<file path="src/verilog/ivai_pkg.sv">
// Constants for the interlaced vertical area and interrupt block
`default_nettype none
package ivai_pkg;
   localparam int CW = 12;
   localparam int AW = 5;
   // Register offsets
   localparam logic [AW-1:0] OFS_CTRL = 5'h00;
   localparam logic [AW-1:0] OFS_START = 5'h04;
   localparam logic [AW-1:0] OFS_END = 5'h08;
   localparam logic [AW-1:0] OFS_INTL = 5'h0c;
   localparam logic [AW-1:0] OFS_FLEN = 5'h10;
   localparam logic [AW-1:0] OFS_LLEN = 5'h14;
   localparam logic [AW-1:0] OFS_STAT = 5'h18;
   // Control and status field positions
   localparam int CTRL_PFI_BIT = 0;
   localparam int CTRL_RUN_BIT = 1;
   localparam int STAT_AREA_BIT = 12;
   localparam int STAT_ODD_BIT = 13;
   // Reset values
   localparam logic [CW-1:0] RST_START = 12'h000;
   localparam logic [CW-1:0] RST_END = 12'h000;
   localparam logic [CW-1:0] RST_INTL = 12'h000;
   localparam logic [CW-1:0] RST_FLEN = 12'h20c;
   localparam logic [CW-1:0] RST_LLEN = 12'h063;
   localparam logic [1:0] RST_CTRL = 2'h0;
endpackage : ivai_pkg
`default_nettype wire

</file>
<file path="src/verilog/ivai_top.sv">
// Interlaced vertical area and frame-timer interrupt compare logic
//
// Added by the designer: the placing of the registers and strobed register access.
`timescale 1ns/10ps
`default_nettype none
module ivai_top (
   // Clock and reset
   input wire logic CLK_SYS_I,
   input wire logic NRST_I,
   // Register port
   input wire logic [ivai_pkg::AW-1:0] ADDR_I,
   input wire logic [31:0] WDATA_I,
   input wire logic WR_I,
   input wire logic RD_I,
   output logic [31:0] RDATA_O,
   // Video timing
   input wire logic HAREA_I,
   output logic COMPOSITE_AREA_OUT_O,
   output logic FT_INT_O,
   output logic VSYNC_START_O,
   output logic [ivai_pkg::CW-1:0] VERTICAL_HALFLINE_COUNTER_O
);
   localparam int CW = ivai_pkg::CW;

   // Equal, or one above when both fields count
   function automatic logic hl_match(input logic [CW-1:0] v, input logic [CW-1:0] val,
                                     input logic both);
      hl_match = (v == val) || (both && (v == CW'(val + 1'b1)));
   endfunction

   logic [1:0] ctrl_q, ctrl_d;
   logic [CW-1:0] start_q, start_d, end_q, end_d, intl_q, intl_d;
   logic [CW-1:0] flen_q, flen_d, llen_q, llen_d;
   logic [CW-1:0] hcnt_q, hcnt_d, vcnt_q, vcnt_d;
   logic vertical_area_term_q, vertical_area_term_d, odd_q, odd_d;
   logic composite_area_q, composite_area_d, int_q, int_d, vs_q, vs_d;
   logic [31:0] rdata_q, rdata_d;
   logic run, pfi, line_end, mid, step;

   assign run = ctrl_q[ivai_pkg::CTRL_RUN_BIT];
   assign pfi = ctrl_q[ivai_pkg::CTRL_PFI_BIT];
   assign line_end = run && (hcnt_q == llen_q);
   assign mid = run && !line_end && (hcnt_q == (llen_q >> 1));
   assign step = line_end || mid;

   always_comb begin
      ctrl_d = ctrl_q;
      start_d = start_q;
      end_d = end_q;
      intl_d = intl_q;
      flen_d = flen_q;
      llen_d = llen_q;
      rdata_d = 32'h0000_0000;
      if (WR_I) begin
         case (ADDR_I)
            ivai_pkg::OFS_CTRL: ctrl_d = WDATA_I[1:0];
            ivai_pkg::OFS_START: start_d = WDATA_I[CW-1:0];
            ivai_pkg::OFS_END: end_d = WDATA_I[CW-1:0];
            ivai_pkg::OFS_INTL: intl_d = WDATA_I[CW-1:0];
            ivai_pkg::OFS_FLEN: flen_d = WDATA_I[CW-1:0];
            ivai_pkg::OFS_LLEN: llen_d = WDATA_I[CW-1:0];
            default: ;
         endcase
      end
      if (RD_I) begin
         case (ADDR_I)
            ivai_pkg::OFS_CTRL: rdata_d = {30'h0, ctrl_q};
            ivai_pkg::OFS_START: rdata_d = {20'h0, start_q};
            ivai_pkg::OFS_END: rdata_d = {20'h0, end_q};
            ivai_pkg::OFS_INTL: rdata_d = {20'h0, intl_q};
            ivai_pkg::OFS_FLEN: rdata_d = {20'h0, flen_q};
            ivai_pkg::OFS_LLEN: rdata_d = {20'h0, llen_q};
            ivai_pkg::OFS_STAT: rdata_d = {18'h0, odd_q, vertical_area_term_q, vcnt_q};
            default: rdata_d = 32'h0000_0000;
         endcase
      end
   end

   always_comb begin
      hcnt_d = hcnt_q;
      vcnt_d = vcnt_q;
      odd_d = odd_q;
      vertical_area_term_d = vertical_area_term_q;
      int_d = 1'b0;
      vs_d = 1'b0;
      if (!run) begin
         hcnt_d = '0;
         vcnt_d = '0;
         odd_d = 1'b0;
         vertical_area_term_d = 1'b0;
      end else begin
         hcnt_d = line_end ? '0 : CW'(hcnt_q + 1'b1);
         if (step) begin
            if (vcnt_q == flen_q) begin
               vcnt_d = '0;
               vs_d = 1'b1;
               odd_d = !odd_q;
            end else begin
               vcnt_d = CW'(vcnt_q + 1'b1);
            end
         end
         if (line_end) begin
            // start, value or next in other field
            if (hl_match(vcnt_q, start_q, 1'b1)) begin
               vertical_area_term_d = 1'b1;
            end
            if (hl_match(vcnt_q, end_q, 1'b1)) begin
               vertical_area_term_d = 1'b0;
            end
            int_d = hl_match(vcnt_q, intl_q, pfi);
         end
      end
      composite_area_d = HAREA_I && vertical_area_term_q;
   end

   always_ff @(posedge CLK_SYS_I or negedge NRST_I) begin
      if (!NRST_I) begin
         ctrl_q <= ivai_pkg::RST_CTRL;
         start_q <= ivai_pkg::RST_START;
         end_q <= ivai_pkg::RST_END;
         intl_q <= ivai_pkg::RST_INTL;
         flen_q <= ivai_pkg::RST_FLEN;
         llen_q <= ivai_pkg::RST_LLEN;
         hcnt_q <= '0;
         vcnt_q <= '0;
         odd_q <= 1'b0;
         vertical_area_term_q <= 1'b0;
         composite_area_q <= 1'b0;
         int_q <= 1'b0;
         vs_q <= 1'b0;
         rdata_q <= 32'h0000_0000;
      end else begin
         ctrl_q <= ctrl_d;
         start_q <= start_d;
         end_q <= end_d;
         intl_q <= intl_d;
         flen_q <= flen_d;
         llen_q <= llen_d;
         hcnt_q <= hcnt_d;
         vcnt_q <= vcnt_d;
         odd_q <= odd_d;
         vertical_area_term_q <= vertical_area_term_d;
         composite_area_q <= composite_area_d;
         int_q <= int_d;
         vs_q <= vs_d;
         rdata_q <= rdata_d;
      end
   end

   assign RDATA_O = rdata_q;
   assign COMPOSITE_AREA_OUT_O = composite_area_q;
   assign FT_INT_O = int_q;
   assign VSYNC_START_O = vs_q;
   assign VERTICAL_HALFLINE_COUNTER_O = vcnt_q;

   // Parity helper for line-end checks
   logic seen_q, seen_d, lpar_q, lpar_d;
   always_comb begin
      seen_d = seen_q;
      lpar_d = lpar_q;
      if (!run || (step && vcnt_q == flen_q)) begin
         seen_d = 1'b0;
      end else if (line_end && !seen_q) begin
         seen_d = 1'b1;
         lpar_d = vcnt_q[0];
      end
   end
   always_ff @(posedge CLK_SYS_I or negedge NRST_I) begin
      if (!NRST_I) begin
         seen_q <= 1'b0;
         lpar_q <= 1'b0;
      end else begin
         seen_q <= seen_d;
         lpar_q <= lpar_d;
      end
   end
endmodule // ivai_top
`default_nettype wire

</file>
<file path="config.mk">
export PLATFORM = sky130hd
export DESIGN_NAME = ivai_top
export DESIGN_NICKNAME = d
export VERILOG_FILES = /design/src/verilog/ivai_pkg.sv /design/src/verilog/ivai_top.sv
export SDC_FILE = /design/constraint.sdc
export NUM_CORES = 1
export LEC_CHECK = 0
export BUFFER_PORTS_ARGS = -buffer_cell sky130_fd_sc_hd__buf_4
export CORE_ASPECT_RATIO = 1.4
export CORE_MARGIN = 2
export CORE_UTILIZATION = 58
export DETAILED_ROUTE_END_ITERATION = 10
export PLACE_DENSITY_LB_ADDON = 0.3
export SLEW_MARGIN = 40
export SYNTH_ARGS = -nofsm -noshare
export SYNTH_HDL_FRONTEND = slang
export SYNTH_SLANG_ARGS = --single-unit
</file>
<file path="constraint.sdc">
create_clock -name CLK_SYS_I -period 2.4 [get_ports CLK_SYS_I]
set_clock_uncertainty 0.2 [all_clocks]
set_input_delay 0.48 -clock CLK_SYS_I [delete_from_list [all_inputs] [get_ports CLK_SYS_I]]
set_output_delay 0.48 -clock CLK_SYS_I [all_outputs]
set_load 0.01 [all_outputs]
</file>
==> impl_results.rst <==
.. list-table::
   :header-rows: 1

   * - Metric
     - Value
   * - Unique cell type count in the Yosys netlist
     - 60
   * - Startpoint kind of the worst setup timing path
     - register
   * - Worst Min Path Start
     - HAREA_I
   * - Reg2reg path depth
     - 6
   * - Worst Path Required
     - 2.43 ns
   * - Number of buffers on the longest clock path
     - 2
   * - Finish-stage setup viols
     - 0
   * - Area grow syn2layout
     - 16.9%
   * - I/O pin cnt
     - 89
   * - Number of flops mapped to enable cells by yosys
     - 0
   * - Power Internal
     - 3.52 mW
   * - Area of the core
     - 10900 um2
   * - Switching power
     - 1.74 mW
   * - Post-placement setup slack
     - -0.139 ns
   * - Beginning of the worst register-to-register path
     - llen_q[1]$_DFFE_PN1P_
   * - Setup ws final
     - 0.0758 ns
   * - TritonCTS clock tree
     - yes
   * - Largest vdd supply drop
     - 400 uV
   * - Detailed Route Iter0 Violations
     - 393
   * - Vias/cell
     - 6.28
   * - Chain of cells forming the critical path
     - xnor2_2, nand4_1, or3_4, nand2b_4, nor4_4, a211oi_2
   * - Category of the worst setup path capture point
     - register
   * - Number of violations of the max-capacitance limit
     - 0
   * - Switching part of the total
     - 33.1%
   * - Layout cell share with drive strength beyond 1
     - 29.3%
   * - Clock root buffer
     - clkbuf_16
   * - Number of antenna-violating nets in the routed design
     - 0
   * - Asr flop ratio synth
     - 100%
   * - Leakage power
     - 3.32 nW
   * - Synthesized netlist cell count
     - 643
   * - Number of hold-slack violations in the final timing report
     - 0
   * - Highest achievable clock rate
     - 0.430 GHz
   * - Minimum period implied by the final worst setup slack
     - 2.32 ns
   * - Last weighted congestion value of the routability-driven placer
     - 0.979
   * - Seq pwr share
     - 44.6%
   * - Antenna violations before repair
     - 0
   * - Arrival time worst endpoint
     - 2.35 ns
   * - Class of the worst hold path
     - in -> reg
   * - Commonest non-fill, non-tap cells in the layout
     - dfrtp_1, buf_4, mux2_2, xnor2_1, nor2_1
   * - Sum of net half-perimeters after detailed placement
     - 14.0 mm
   * - Maximum number of pins on one net before global-route repair
     - 45
   * - Global route total overflow
     - 0
   * - Run status
     - finished clean
   * - Total power density per cell area
     - 692 nW/um2
   * - Global routing usage summed across all routing layers
     - 31.8%
   * - Overall power after layout
     - 5.27 mW
   * - Post-synthesis sequential area ratio
     - 40.5%
   * - Number of nets in the layout
     - 755
   * - Std cell rows
     - 45
   * - Most common cell after layout, fill and taps aside
     - dfrtp_1
   * - Clock latency of the later-clocked register in the worst-skew pair
     - 0.35 ns
   * - Average detailed-routed wire length per instance
     - 22.0 um
   * - Port Buffers
     - 50
   * - Overall via count from detail_route
     - 5364
   * - Final period util
     - 96.8%
   * - Residual DRC
     - 0
   * - Peak fanout along the critical path
     - 5
   * - Initial core utilization
     - 59.9%
   * - Clock transition at path regs
     - 0.07 ns
   * - Total clock sinks
     - 105
   * - Count of H-tree levels built during CTS
     - 3
   * - Number of buffers added by the clock tree synthesis step
     - 9
   * - DRT Wirelength
     - 18.8 mm
   * - Commonest register cell after synthesis
     - dfrtp_1
   * - Hold slack
     - 0.141 ns
   * - Worst setup path start
     - llen_q[1]$_DFFE_PN1P_
   * - Critical Path Max Stage Delay
     - 0.60 ns
   * - Number of diodes added for antenna fixing
     - 0
   * - Worst slew pin tran
     - 0.619 ns
   * - Mapped cell area
     - 6510 um2
   * - Slowest stage cell on the critical path
     - dfstp_2
   * - Die X-Extent
     - 93.5 um
   * - Post-layout util
     - 70.0%
   * - Via count of the first global-routing pass
     - 5289
   * - Cells on Worst Hold Path
     - 2
   * - Clk network pwr share
     - 29.4%
   * - Worst setup path class
     - reg -> reg
   * - Avg Cell Area, Syn
     - 10.1 um2
   * - Flop and latch count out of synthesis
     - 105
   * - Slew headroom
     - 58.7%
   * - Die outline area
     - 12100 um2
   * - Max-slew violation count
     - 0
   * - Count of synthesis-stage warnings from yosys
     - 0
   * - Total iterations of the first detailed-routing run
     - 7
   * - Portion of total power attributed to combinational logic
     - 26.0%
   * - Global-route wire length before repair
     - 28.6 mm
   * - Vertical extent of the die
     - 129 um
routing by layer:
| layer | up-vias | global-route usage (%) | wire, um |
|---|---|---|---|
| met1 | 2607 | 36.9 | 6810 |
| met3 | 90 | 5.23 | 1260 |
| met5 | - | 0 | 0 |
| li1 | 2396 | - | - |
| met4 | 0 | 19.3 | 1290 |
| met2 | 271 | 54.8 | 9390 |
timing repair:
item                                   in CTS  in global routing
resized for setup                           2                 20
cloned                                      0                  0
buffers inserted                            0                  1
hold buffers                                1                  0
setup endpoints to repair                   1                  8
pin swaps                                   0                  9
endpoints found under the hold margin      36                  0
registers in the layout, indices dropped and copies added, names as in the netlist:
signal                       count
odd_q                            1
flen_q                          12
COMPOSITE_AREA_OUT_O             1
FT_INT_O                         1
ctrl_q                           2
hcnt_q                          12
llen_q                          12
RDATA_O                         14
VERTICAL_HALFLINE_COUNTER_O     12
VSYNC_START_O                    1
end_q                           12
vertical_area_term_q             1
intl_q                          12
start_q                         12
final cells by class:
cell class                 count  area (um2)
inverter                      10        37.5
clock inverter                 6        75.1
fill                         795        3260
tap                          141         176
timing repair buffer          98         754
multi-input combinational    484        3690
clock buffer                  10         239
sequential                   105        2640
worst max-delay path: cells and delay by family, from the launching register on:
family          cells  cell delay, ns
xor+xnor            1            0.13
simple gates        4            1.16
compound gates      1            0.11
flops               1            0.60
power by group through the flow:
stage	sequential (mW)	combinational, mW	clock [mW]
detailed placement	2.37	1.26	0
floorplan	2.25	0.942	0
global route	2.38	1.48	1.63
CTS	2.33	1.28	1.56
global placement	2.35	1.22	0
finish	2.35	1.37	1.55
cell usage after synthesis, types with 2 or more instances:
cell | count | area share (%)
buf_6 | 3 | 0.52
nand3_1 | 24 | 1.8
or3_1 | 5 | 0.48
a21oi_1 | 6 | 0.46
a221oi_1 | 12 | 1.6
nand2b_1 | 10 | 0.96
nor2_1 | 46 | 2.7
nor3b_1 | 4 | 0.46
nor2b_1 | 13 | 1.3
xor2_1 | 30 | 4.0
dfrtp_1 | 98 | 38
dfstp_2 | 7 | 2.8
o21ai_0 | 16 | 1.2
nand3b_1 | 2 | 0.23
o22a_1 | 2 | 0.27
and4_1 | 3 | 0.40
a31oi_1 | 3 | 0.29
ha_1 | 5 | 0.96
o211ai_1 | 2 | 0.23
o31ai_1 | 10 | 1.2
nor3_1 | 12 | 0.92
o21ai_1 | 5 | 0.38
mux2_2 | 65 | 11
a211oi_1 | 2 | 0.23
xnor2_1 | 57 | 7.7
nor4_1 | 8 | 0.77
and3_1 | 6 | 0.58
o41ai_2 | 2 | 0.50
o41ai_1 | 2 | 0.27
buf_4 | 18 | 2.1
nand4_1 | 23 | 2.2
nand2_1 | 23 | 1.3
mux2i_1 | 26 | 4.0
nor4b_1 | 2 | 0.27
or4_1 | 3 | 0.35
and2_1 | 6 | 0.58
o22ai_1 | 13 | 1.3
clkbuf_1 | 24 | 1.4
inv_1 | 10 | 0.58
buf_2 | 15 | 1.2
kinds of logic (layout without fill, tap and decap cells):
logic type,Yosys count,in the layout,share of synthesized area [%]
DFF,105,105,40.5
adders and majority gates,5,5,0.962
muxes,91,91,15.2
xor gates and xnor gates,88,88,12.0
buffers and inverters,71,124,5.77
AOI/OAI and AO/OA,86,86,9.40
other,1,18,0.0576
and+or+nand+nor,196,196,16.1
final timing paths:
kind                                                         endpoint  slack (ns)
max                                  vertical_area_term_q$_DFFE_PN0P_        0.08
min in group asynchronous  VERTICAL_HALFLINE_COUNTER_O[8]$_DFFE_PN0P_        0.46
min                                    COMPOSITE_AREA_OUT_O$_DFF_PN0_        0.14
max in group asynchronous                       llen_q[0]$_DFFE_PN1P_        0.85
min reg2reg                            COMPOSITE_AREA_OUT_O$_DFF_PN0_        0.28
max reg2reg                          vertical_area_term_q$_DFFE_PN0P_        0.08
metrics by stage:
stage / setup TNS [ns] / cell area, um2 / cells
3_3_place_gp: 0 / 7140 / 836
4_1_cts: 0 / 7480 / 853
2_1_floorplan: 0 / 6570 / 660
5_1_grt: -0.0140 / 7610 / 854
6_report: 0 / 7610 / 854
3_5_place_dp: -0.139 / 7140 / 836
No activity file was read; power rests on OpenSTA's default activity.
